File: src/core/wm_state_pkg.sv
package wm_state_pkg;

    // ****************************************
    // packet header layout
    // ****************************************
    localparam int CMD_TYPE_HI = 31;
    localparam int CMD_TYPE_LO = 29;
    localparam int CMD_SUB_HI = 28;
    localparam int CMD_SUB_LO = 27;
    localparam int OPC_HI = 26;
    localparam int OPC_LO = 24;
    localparam int SUBOPC_HI = 23;
    localparam int SUBOPC_LO = 16;
    localparam int LEN_HI = 7;
    localparam int LEN_LO = 0;
    localparam logic [2:0] GRAPHICS_COMMAND_TYPE = 3'h3;
    localparam logic [1:0] THREE_D_COMMAND_SUBTYPE = 2'h3;
    localparam logic [2:0] PIPELINED_STATE_OPCODE = 3'h0;
    localparam logic [7:0] RASTERIZER_STATE_SUBOPC = 8'h14;
    localparam logic [7:0] LEN_DEFAULT = 8'h07;

    // ****************************************
    // payload field positions (word index, bits)
    // ****************************************
    localparam logic [7:0] WORD_KERNEL = 8'h01;
    localparam logic [7:0] WORD_THREAD = 8'h02;
    localparam logic [7:0] WORD_SCRATCH = 8'h03;
    localparam logic [7:0] WORD_DEPTH = 8'h04;
    localparam int KPTR_LO = 6;
    localparam int BTCNT_HI = 25;
    localparam int BTCNT_LO = 18;
    localparam int PRIO_BIT = 17;
    localparam int FPMODE_BIT = 16;
    localparam int ILLOP_EXC_BIT = 13;
    localparam int MASKSTK_EXC_BIT = 11;
    localparam int SW_EXC_BIT = 7;
    localparam int SCR_BASE_LO = 10;
    localparam int SCR_SIZE_HI = 3;
    localparam int SCR_SIZE_LO = 0;
    localparam logic [3:0] SCR_SIZE_MAX = 4'hb;
    localparam logic [21:0] SCR_ONE_KB = 22'h000400;
    localparam int STATS_EN_BIT = 31;
    localparam int DEPTH_CLEAR_BIT = 30;

    // ****************************************
    // thread control word bit positions
    // ****************************************
    localparam int TCW_ILLOP_MASK_BIT = 12;
    localparam int TCW_SW_EXC_BIT = 13;

    // ****************************************
    // scoreboard
    // ****************************************
    localparam int SB_DEPTH = 8;
    localparam int SB_IDX_W = 3;
    localparam int PIX_W = 16;
    localparam logic [3:0] SB_FULL = 4'h8;

    // ****************************************
    // register map
    // ****************************************
    localparam logic [3:0] REG_STATUS = 4'h0;
    localparam logic [3:0] REG_STATS = 4'h4;
    localparam logic [3:0] REG_CONTROL = 4'h8;
    localparam int ST_BUSY_BIT = 0;
    localparam int ST_HDR_ERR_BIT = 1;
    localparam int ST_LOADED_BIT = 2;
    localparam int CTL_DISP_EN_BIT = 0;
    localparam logic CTL_DISP_EN_RESET = 1'b1;

    typedef enum logic {ST_HEADER, ST_PAYLOAD} decode_state_type;

endpackage : wm_state_pkg

File: src/core/windower_state_packet_decode.sv
// Summary of operation
// - header needs command type 3h, subtype 3h
// - opcode 0h and sub-opcode 14h select packet
// - length field counts payload, total minus two
// - kernel pointer from word 1, 64-byte aligned
// - binding-table count, prefetch hint only
// - bit 17 picks normal or high priority
// - illegal-opcode or mask-stack enable to bit 12
// - software exception enable to bit 13
// - scratch base from word 3, 1 KB aligned
// - scratch size n means 1 KB shifted n, n capped at 11
// - statistics count only while enabled
// - depth clear initialises instead of testing
// - scoreboard keeps pixel results retiring in order
`timescale 1ns/1ps
`default_nettype none

module windower_state_packet_decode (
    // clock and reset
    input wire logic I_CLK,
    input wire logic I_RST_N,
    // packet word stream
    input wire logic i_PKT_VALID,
    input wire logic [31:0] i_PKT_DATA,
    output logic o_PKT_READY,
    // register port
    input wire logic [3:0] i_REG_ADDR,
    input wire logic [31:0] i_REG_WDATA,
    input wire logic i_REG_WR,
    input wire logic i_REG_RD,
    output logic [31:0] o_REG_RDATA,
    // active dispatch state
    output logic [25:0] o_KERNEL_PTR,
    output logic [7:0] o_BT_COUNT,
    output logic o_HIGH_PRIO,
    output logic o_ALT_FP_MODE,
    output logic [31:0] o_THREAD_CTL_WORD,
    output logic [21:0] o_SCRATCH_BASE,
    output logic [21:0] o_SCRATCH_BYTES,
    output logic o_STATS_EN,
    output logic o_DEPTH_INIT,
    // thread dispatch and completion
    input wire logic i_DISP_REQ,
    input wire logic [15:0] i_DISP_PIXEL,
    output logic o_DISP_ACK,
    output logic [2:0] o_DISP_TID,
    input wire logic i_DONE_VALID,
    input wire logic [2:0] i_DONE_TID,
    output logic o_RETIRE,
    output logic [2:0] o_RETIRE_TID
);

    // ****************************************
    // packet decode
    // ****************************************
    wm_state_pkg::decode_state_type state_r, state_nxt;
    logic [7:0] left_r;
    logic [7:0] word_r;
    logic [25:0] kptr_s;
    logic [7:0] btcnt_s;
    logic prio_s;
    logic fpmode_s;
    logic exc_mask_s;
    logic exc_sw_s;
    logic [21:0] scr_base_s;
    logic [3:0] scr_size_s;
    logic stats_s;
    logic dclear_s;
    logic hdr_err_r;
    logic loaded_r;

    wire logic take_word = i_PKT_VALID & o_PKT_READY;
    wire logic hdr_type_ok = (i_PKT_DATA[wm_state_pkg::CMD_TYPE_HI:wm_state_pkg::CMD_TYPE_LO]
        == wm_state_pkg::GRAPHICS_COMMAND_TYPE)
        && (i_PKT_DATA[wm_state_pkg::CMD_SUB_HI:wm_state_pkg::CMD_SUB_LO]
        == wm_state_pkg::THREE_D_COMMAND_SUBTYPE);
    wire logic hdr_opc_ok = (i_PKT_DATA[wm_state_pkg::OPC_HI:wm_state_pkg::OPC_LO]
        == wm_state_pkg::PIPELINED_STATE_OPCODE)
        && (i_PKT_DATA[wm_state_pkg::SUBOPC_HI:wm_state_pkg::SUBOPC_LO]
        == wm_state_pkg::RASTERIZER_STATE_SUBOPC);
    // header bits 15:8 are not looked at; the test sender puts random values in them
    wire logic hdr_ok = hdr_type_ok & hdr_opc_ok;
    wire logic in_header = (state_r == wm_state_pkg::ST_HEADER);
    wire logic hdr_take = take_word & in_header;
    wire logic pay_take = take_word & ~in_header;
    wire logic last_word = pay_take & (left_r == 8'h00);
    wire logic [7:0] hdr_len = i_PKT_DATA[wm_state_pkg::LEN_HI:wm_state_pkg::LEN_LO];
    // next shadow values; the active copies load these so the final word counts
    // whichever field it carries, even in a short packet
    wire logic sel_kernel = (word_r == wm_state_pkg::WORD_KERNEL);
    wire logic sel_thread = (word_r == wm_state_pkg::WORD_THREAD);
    wire logic sel_scratch = (word_r == wm_state_pkg::WORD_SCRATCH);
    wire logic sel_depth = (word_r == wm_state_pkg::WORD_DEPTH);
    wire logic [25:0] kptr_nxt = sel_kernel ?
        i_PKT_DATA[31:wm_state_pkg::KPTR_LO] : kptr_s;
    wire logic [7:0] btcnt_nxt = sel_thread ?
        i_PKT_DATA[wm_state_pkg::BTCNT_HI:wm_state_pkg::BTCNT_LO] : btcnt_s;
    wire logic prio_nxt = sel_thread ?
        i_PKT_DATA[wm_state_pkg::PRIO_BIT] : prio_s;
    wire logic fpmode_nxt = sel_thread ?
        i_PKT_DATA[wm_state_pkg::FPMODE_BIT] : fpmode_s;
    // either enable sets the one shared thread control bit
    wire logic exc_mask_nxt = sel_thread ? (i_PKT_DATA[wm_state_pkg::ILLOP_EXC_BIT]
        | i_PKT_DATA[wm_state_pkg::MASKSTK_EXC_BIT]) : exc_mask_s;
    wire logic exc_sw_nxt = sel_thread ?
        i_PKT_DATA[wm_state_pkg::SW_EXC_BIT] : exc_sw_s;
    wire logic [21:0] scr_base_nxt = sel_scratch ?
        i_PKT_DATA[31:wm_state_pkg::SCR_BASE_LO] : scr_base_s;
    wire logic [3:0] scr_size_nxt = sel_scratch ?
        i_PKT_DATA[wm_state_pkg::SCR_SIZE_HI:wm_state_pkg::SCR_SIZE_LO] : scr_size_s;
    wire logic stats_nxt = sel_depth ?
        i_PKT_DATA[wm_state_pkg::STATS_EN_BIT] : stats_s;
    wire logic dclear_nxt = sel_depth ?
        i_PKT_DATA[wm_state_pkg::DEPTH_CLEAR_BIT] : dclear_s;
    // clamp out-of-range sizes so the decoded byte count never exceeds 2 MB
    wire logic [3:0] scr_n = (scr_size_nxt > wm_state_pkg::SCR_SIZE_MAX) ?
        wm_state_pkg::SCR_SIZE_MAX : scr_size_nxt;

    always_comb begin
        state_nxt = state_r;
        unique case (state_r)
            wm_state_pkg::ST_HEADER: begin
                if (hdr_take && hdr_ok) begin
                    state_nxt = wm_state_pkg::ST_PAYLOAD;
                end
            end
            wm_state_pkg::ST_PAYLOAD: begin
                if (last_word) begin
                    state_nxt = wm_state_pkg::ST_HEADER;
                end
            end
        endcase
    end

    always_ff @(posedge I_CLK) begin
        if (!I_RST_N) begin
            state_r <= wm_state_pkg::ST_HEADER;
            left_r <= 8'h00;
            word_r <= 8'h00;
            o_PKT_READY <= 1'b0;
        end else begin
            state_r <= state_nxt;
            // ready rises on the first edge out of reset and then stays up
            o_PKT_READY <= 1'b1;
            if (hdr_take) begin
                left_r <= hdr_len;
                word_r <= wm_state_pkg::WORD_KERNEL;
            end else if (pay_take) begin
                left_r <= left_r - 8'h01;
                word_r <= word_r + 8'h01;
            end
        end
    end

    // shadow copies collect the payload; the active copies move only on the last word
    always_ff @(posedge I_CLK) begin
        if (!I_RST_N) begin
            kptr_s <= '0;
            btcnt_s <= '0;
            prio_s <= 1'b0;
            fpmode_s <= 1'b0;
            exc_mask_s <= 1'b0;
            exc_sw_s <= 1'b0;
            scr_base_s <= '0;
            scr_size_s <= '0;
            stats_s <= 1'b0;
            dclear_s <= 1'b0;
        end else if (pay_take) begin
            kptr_s <= kptr_nxt;
            btcnt_s <= btcnt_nxt;
            prio_s <= prio_nxt;
            fpmode_s <= fpmode_nxt;
            exc_mask_s <= exc_mask_nxt;
            exc_sw_s <= exc_sw_nxt;
            scr_base_s <= scr_base_nxt;
            scr_size_s <= scr_size_nxt;
            stats_s <= stats_nxt;
            dclear_s <= dclear_nxt;
        end
    end

    always_ff @(posedge I_CLK) begin
        if (!I_RST_N) begin
            o_KERNEL_PTR <= '0;
            o_BT_COUNT <= '0;
            o_HIGH_PRIO <= 1'b0;
            o_ALT_FP_MODE <= 1'b0;
            o_THREAD_CTL_WORD <= '0;
            o_SCRATCH_BASE <= '0;
            o_SCRATCH_BYTES <= wm_state_pkg::SCR_ONE_KB;
            o_STATS_EN <= 1'b0;
            o_DEPTH_INIT <= 1'b0;
            loaded_r <= 1'b0;
        end else if (last_word) begin
            o_KERNEL_PTR <= kptr_nxt;
            o_BT_COUNT <= btcnt_nxt;
            o_HIGH_PRIO <= prio_nxt;
            o_ALT_FP_MODE <= fpmode_nxt;
            o_THREAD_CTL_WORD <= '0;
            o_THREAD_CTL_WORD[wm_state_pkg::TCW_ILLOP_MASK_BIT] <= exc_mask_nxt;
            o_THREAD_CTL_WORD[wm_state_pkg::TCW_SW_EXC_BIT] <= exc_sw_nxt;
            o_SCRATCH_BASE <= scr_base_nxt;
            o_SCRATCH_BYTES <= wm_state_pkg::SCR_ONE_KB << scr_n;
            o_STATS_EN <= stats_nxt;
            o_DEPTH_INIT <= dclear_nxt;
            loaded_r <= 1'b1;
        end
    end

    // ****************************************
    // pixel scoreboard
    // ****************************************
    logic [wm_state_pkg::SB_DEPTH-1:0] sb_valid_r;
    logic [wm_state_pkg::SB_DEPTH-1:0] sb_done_r;
    logic [wm_state_pkg::SB_DEPTH-1:0] sb_hit;
    logic [wm_state_pkg::PIX_W-1:0] sb_pix_r [wm_state_pkg::SB_DEPTH];
    logic [2:0] wr_ptr_r;
    logic [2:0] rd_ptr_r;
    logic [3:0] count_r;
    logic disp_en_r;

    // a pixel already held by an outstanding thread blocks a new dispatch
    wire logic collide = |sb_hit;
    // ack high blocks a repeat, so a request held over its ack is never taken twice
    wire logic disp_go = i_DISP_REQ & disp_en_r & ~o_DISP_ACK & ~collide
        & (count_r != wm_state_pkg::SB_FULL);
    wire logic retire_go = sb_valid_r[rd_ptr_r] & sb_done_r[rd_ptr_r];

    genvar gi;
    generate
        for (gi = 0; gi < wm_state_pkg::SB_DEPTH; gi++) begin : g_sb
            localparam logic [2:0] IDX = 3'(gi);
            assign sb_hit[gi] = sb_valid_r[gi] && (sb_pix_r[gi] == i_DISP_PIXEL);
            always_ff @(posedge I_CLK) begin
                if (!I_RST_N) begin
                    sb_valid_r[gi] <= 1'b0;
                    sb_done_r[gi] <= 1'b0;
                    sb_pix_r[gi] <= '0;
                end else if (disp_go && wr_ptr_r == IDX) begin
                    sb_valid_r[gi] <= 1'b1;
                    sb_done_r[gi] <= 1'b0;
                    sb_pix_r[gi] <= i_DISP_PIXEL;
                end else if (retire_go && rd_ptr_r == IDX) begin
                    sb_valid_r[gi] <= 1'b0;
                end else if (i_DONE_VALID && i_DONE_TID == IDX && sb_valid_r[gi]) begin
                    sb_done_r[gi] <= 1'b1;
                end
            end
        end
    endgenerate

    always_ff @(posedge I_CLK) begin
        if (!I_RST_N) begin
            wr_ptr_r <= '0;
            rd_ptr_r <= '0;
            count_r <= '0;
            o_DISP_ACK <= 1'b0;
            o_DISP_TID <= '0;
            o_RETIRE <= 1'b0;
            o_RETIRE_TID <= '0;
        end else begin
            o_DISP_ACK <= disp_go;
            o_RETIRE <= retire_go;
            if (disp_go) begin
                o_DISP_TID <= wr_ptr_r;
                wr_ptr_r <= wr_ptr_r + 3'h1;
            end
            if (retire_go) begin
                o_RETIRE_TID <= rd_ptr_r;
                rd_ptr_r <= rd_ptr_r + 3'h1;
            end
            count_r <= count_r + {3'h0, disp_go} - {3'h0, retire_go};
        end
    end

    // ****************************************
    // register port
    // ****************************************
    logic [31:0] stats_cnt_r;

    wire logic wr_status = i_REG_WR && (i_REG_ADDR == wm_state_pkg::REG_STATUS);
    wire logic wr_stats = i_REG_WR && (i_REG_ADDR == wm_state_pkg::REG_STATS);
    wire logic wr_control = i_REG_WR && (i_REG_ADDR == wm_state_pkg::REG_CONTROL);
    wire logic hdr_bad = hdr_take & ~hdr_ok;
    // counting stops, value held, while statistics are off
    wire logic stats_inc = disp_go & o_STATS_EN;
    wire logic [31:0] status_word = {24'h0, count_r, 1'b0, loaded_r, hdr_err_r, ~in_header};
    wire logic [31:0] rd_mux = (i_REG_ADDR == wm_state_pkg::REG_STATUS) ? status_word :
        (i_REG_ADDR == wm_state_pkg::REG_STATS) ? stats_cnt_r :
        (i_REG_ADDR == wm_state_pkg::REG_CONTROL) ? {31'h0, disp_en_r} : 32'h0;

    // read data stand in the cycle after each cycle with a read strobe and are zero otherwise
    always_ff @(posedge I_CLK) begin
        if (!I_RST_N) begin
            o_REG_RDATA <= '0;
        end else begin
            o_REG_RDATA <= i_REG_RD ? rd_mux : 32'h0;
        end
    end

    // a new bad header in the clearing cycle keeps the flag set
    always_ff @(posedge I_CLK) begin
        if (!I_RST_N) begin
            hdr_err_r <= 1'b0;
        end else if (hdr_bad) begin
            hdr_err_r <= 1'b1;
        end else if (wr_status && i_REG_WDATA[wm_state_pkg::ST_HDR_ERR_BIT]) begin
            hdr_err_r <= 1'b0;
        end
    end

    // a write clears the count; a dispatch in that same cycle is still counted
    always_ff @(posedge I_CLK) begin
        if (!I_RST_N) begin
            stats_cnt_r <= '0;
        end else if (wr_stats) begin
            stats_cnt_r <= {31'h0, stats_inc};
        end else if (stats_inc) begin
            stats_cnt_r <= stats_cnt_r + 32'h1;
        end
    end

    // disabling dispatch leaves outstanding threads free to finish and retire
    always_ff @(posedge I_CLK) begin
        if (!I_RST_N) begin
            disp_en_r <= wm_state_pkg::CTL_DISP_EN_RESET;
        end else if (wr_control) begin
            disp_en_r <= i_REG_WDATA[wm_state_pkg::CTL_DISP_EN_BIT];
        end
    end

endmodule : windower_state_packet_decode

`default_nettype wire

File: config.mk
export PLATFORM = sky130hd
export DESIGN_NAME = windower_state_packet_decode
export DESIGN_NICKNAME = d
export VERILOG_FILES = /design/src/core/wm_state_pkg.sv /design/src/core/windower_state_packet_decode.sv
export SDC_FILE = /design/constraint.sdc
export NUM_CORES = 1
export LEC_CHECK = 0
export BUFFER_PORTS_ARGS = -buffer_cell sky130_fd_sc_hd__buf_2
export CAP_MARGIN = 20
export CORE_UTILIZATION = 52
export CTS_BUF_LIST = sky130_fd_sc_hd__clkbuf_16
export CTS_CLUSTER_SIZE = 14
export DETAILED_ROUTE_END_ITERATION = 8
export PLACE_DENSITY = 0.76
export SKIP_LAST_GASP = 1
export SLEW_MARGIN = 20
export SYNTH_ARGS = -nofsm -noshare
export SYNTH_HDL_FRONTEND = slang
export SYNTH_SLANG_ARGS = --single-unit
File: constraint.sdc
create_clock -name I_CLK -period 2.78 [get_ports I_CLK]
set_input_delay 0.139 -clock I_CLK [delete_from_list [all_inputs] [get_ports I_CLK]]
set_output_delay 0.139 -clock I_CLK [all_outputs]
set_load 0.005 [all_outputs]
# == After elaboration in Yosys (flattened, before gate mapping) ==
# Memory sizes are Yosys's and may differ from the RTL's.
# Cells that the tools add are included.
# Widths: inputs -> output; s select.
# word_totals
register_bits,269
mem_bits_rw,128
input_bits,94
out_inout_bits,155
wordCells,303
n_memories,1
# classes
n_addsub,7
magnitude_cmp,2
n_eq_ne,39
n_shift,1
muxes,79
n_bitwise,35
n_reduce_logical,85
# memory_table
name,words,word_bits,rd,rd_ports_with_merged_regs,write_ports,line,source
sb_pix_r,8,16,8,0,8,windower_state_packet_decode.sv:216,logic [wm_state_pkg::PIX_W-1:0] sb_pix_r [wm_state_pkg::SB_DEPTH];
# op_table
cell,count
$eq 16x16->1,8
$mux 16,8
$mux 1,59
$logic_and 1x1->1,47
$eq 3x3->1 const B,12
$add 32x1->32 const B,1
$mux 32,1
$mux 8,4
$mux 26,1
$mux 22,1
$reduce_bool 2->1,11
$shl 11x4->22 const A,1
$eq 3x2->1 const B,7
$reduce_or 2->1,10
$reduce_and 2->1,9
$eq 8x2->1 const B,2
$not 1->1,14
$and 1x1->1,12
$logic_not 3->1,4
$eq 3x1->1 const B,3
$or 1x1->1,9
$add 8x1->8 const B,1
$eq 8x1->1 const B,1
$eq 8x3->1 const B,1
18 further kinds,21

# == Logic depth before layout (Yosys ltp) ==
# An unclocked memory read counts as a cell.
# depth
ltp_word,12
mapped_depth,17
depth_no_buf,14

# == Least setup slack after synthesis ==
# OpenSTA, ideal clock, no wires.
# synth_timing
kind,register to register
from,register count_r[2]
to,register count_r[2]
setup_ns,0.128
arrival_time_ns,2.880
slack_ns,-0.228
path_stages_with_launch,16
n_path_buf,2
period_less_slack_ns,3.008
path_cell_list,dfxtp_1 inv_1 ha_1 a211oi_1 o21ai_0 or3_1 buf_6 buf_6 nor2_4 clkinv_1 ha_1 inv_1 ha_1 fa_1 xnor2_1 nor2_1
# synth_between
elab_chain_cells,4
# synth_rtl
element,line,source
from (decl),windower_state_packet_decode.sv:219,logic [3:0] count_r;
from (signal assigned),windower_state_packet_decode.sv:272,"count_r <= count_r + {3'h0, disp_go} - {3'h0, retire_go};"
$ne 4x4->1,windower_state_packet_decode.sv:226,& (count_r != wm_state_pkg::SB_FULL);
$and 1x1->1,windower_state_packet_decode.sv:226,
$add 4x1->4 *,windower_state_packet_decode.sv:272,
$sub 4x1->4 *,windower_state_packet_decode.sv:272,
# Every way passes the cells marked *; elsewhere a longest branch is shown, timed or not.
# A chain may end at the register's enable or synchronous reset.

==> flow_summary.toml <==
[synth]
synthesis.instances = 1804
yosysMostFrequentCell = "dfxtp_1"
async_flop_share_pct = 0
synth_ff_type = "dfxtp_1"
synth_edf_count = 128
synth-seq-cells = 387
synth_area_leaders = "dfxtp_1 29%, edfxtp_1 22%, and2_1 5.8%"
seq_area_frac_synth_pct = 50.9
synth.avg_cell_area_um2 = 9.83
synth_top_area_share_pct = 29.2
yosysTopAreaCell = "dfxtp_1"
synth.cell_area_um2 = 17700
synth_common_cells = "259 x dfxtp_1, 232 x nand2_1, 164 x and2_1, 128 x edfxtp_1, 123 x nor2_1"
yosysWarnings = 0
synth.distinct_cells = 60

[clocking]
cts_tree = "yes"
cts-root-buf = "clkbuf_16"
ctsHtreeMaxLevel = 2
path_clk_slew_ns = 0.06
cts_buffers = 41
cts_sinks = 387
cts_buffer_depth = 3
clock_latency_ns = 0.54

[timing]
fmax_mhz = 363
finalCriticalPeriod_ns = 2.75
worst_pin_slew_ns = 0.811
report.final.hold_viol_count = 0
setup_viol = 0
hold_slack_ns = 0.0186
finalMaxSlewViolations = 0
rsz0062_at_grt = "yes"
slew_headroom_pct = 45.9
finalCritPeriodShare_pct = 99.1
skew_ns = 0.0211
finalWorstSetupSlack_ns = 0.0259

[setup_path]
path_max_fanout = 3
path_class = "reg2reg"
cp-end-kind = "flop"
cp.required_ns = 3.18
worst-endpoint-arrival_ns = 3.15
cp-start-kind = "flop"

[flow_run]
max_cap_viol_count = 0

[global_routing]
grt_pass1_vias = 13400
grt_pass1_wl_um = 70000
groute.usage.overall_pct = 24.5
grt_max_degree = 160
antenna_found_initial = 0
grt_overflow = 0

[cells_and_area]
drive_above_1_share_pct = 16.9
stdcell_count = 2480
layout.nets = 2120
fin_area_um2 = 20800
diodes = 0
area_growth_syn_to_layout_pct = 17.2
fillers = 2718
utilization_pct = 62.0

[outcome]
status = "finished clean"

[floorplanning]
io_pins = 249
start_util_pct = 52.9
fp.coreArea_um2 = 33500
die_x_um = 187
core.rowCount = 67
die_h_um = 187
die_area_um2 = 34800

[detailed_routing]
drc = 0
vias = 13900
drt_pass1_iterations = 5
drt-initial-drc-count = 1052
avgRoutedWirePerCell_um = 17.6
wirelength_um = 43500
viasPerCell = 5.60
drtAntennaViolNets = 0

[placement]
dpl.hpwl_um = 28200
placed_cell_area_um2 = 19000
pre_cts_ws_ns = -0.263
gp_congestion = 0.930
numPortBuffers = 178
place_inst = 2363

[pwr]
power.density_nw_per_um2 = 596
leakagePower_nw = 7.92
ir_drop_uv = 464

[hold_path]
hold_class = "in2reg"
kinds of logic (layout without fill, tap and decap cells):
kind of cell,count (synthesis),count (layout),share of synthesized area [%]
other,1,40,0.0211
and+or+nand+nor,709,709,20.6
buffers and inverters,201,390,6.06
adders and majority gates,24,24,1.74
xor gates and xnor gates,137,137,6.77
DFF,387,387,50.9
AOI/OAI and AO/OA,293,293,10.8
muxes,52,52,3.08
placed cells by master (no fill, tap or decap), types with 18 or more instances in the layout:
cell type        n
nor2_1         122
inv_1           34
dlygate4sd3_1   40
nor3_1          18
xnor2_1         37
buf_2          178
nor4_1          20
dfxtp_1        258
xor2_1          98
conb_1          40
a211oi_1        49
edfxtp_1       128
a21oi_1        115
buf_4           61
or4_1           31
clkbuf_16       42
o31ai_1         31
nand3_1         37
nand4_1         27
nand2_1        232
a311oi_1        26
and2_1         163
mux2i_1         50
ha_1            20
layout make-up:
type                    count  area [um^2]  area share (%)
inverters                  25          101           0.488
clock buffers              42         1050            5.06
flip-flops and latches    387         9030            43.5
multi-input cells        1255         7880            37.9
well taps                 448          561            2.70
repair buffers            292         2000            9.60
clock inverters            31          161           0.777
worst max-delay path, stage by stage, from the launching register on:
cell and delay (ns):
edfxtp_1 0.37, xor2_1 0.22, nor4_2 0.10, nand4_1 0.13, o22ai_1 0.10, or3_4 0.41
nor2_4 0.14, clkinv_4 0.07, ha_4 0.26, inv_2 0.04, ha_4 0.16, fa_2 0.39
xnor2_2 0.18, nor2_1 0.05
per-layer routing:
| metal | vias up | GRT usage [%] | wire length (um) |
|---|---|---|---|
| met5 | - | 0 | 0 |
| met4 | 0 | 7.31 | 1040 |
| li1 | 6610 | - | - |
| met3 | 80 | 4.81 | 3160 |
| met1 | 6675 | 31.8 | 18300 |
| met2 | 534 | 41.3 | 21000 |
path summary, 6_finish.rpt:
path                            cells after the start        startpoint               to  slack, ns
worst max register to register                     13   sb_pix_r[0][11]       count_r[2]       0.03
worst min-delay path                                2  i_DISP_PIXEL[11]  sb_pix_r[1][11]       0.02
worst min register to register                      2        btcnt_s[5]       btcnt_s[5]       0.45
worst max-delay path                               13   sb_pix_r[0][11]       count_r[2]       0.03
sequential cells by signal (all words and copies together) (netlist names), 12 cells and up:
name,cells
sb_pix_r,128
o_REG_RDATA,32
stats_cnt_r,32
kptr_s,26
o_KERNEL_PTR,26
o_SCRATCH_BASE,22
scr_base_s,22
o_SCRATCH_BYTES,12
repair_timing:
item	CTS	global route
pin swaps	7	10
endpoints found under the hold margin	103	0
hold buffers	40	0
setup endpoints to repair	154	102
setup buffers	2	2
gates cloned	0	0
gates resized for setup	10	7
per-stage QoR:
stage | total power, mW | setup TNS (ns)
CTS | 12.4 | 0
global placement | 7.37 | -18.00
global route | 12.8 | -0.101
floorplan | 7.08 | -6.58
detailed placement | 7.41 | -22.19
finish | 12.4 | 0
report_power, final:
group / internal, mW / switching (mW) / leakage, nW
combinational: 0.479 / 0.763 / 3.86
sequential: 6.06 / 0.113 / 3.42
clock: 2.75 / 2.23 / 0.648
(Power assumes the default switching activity.)
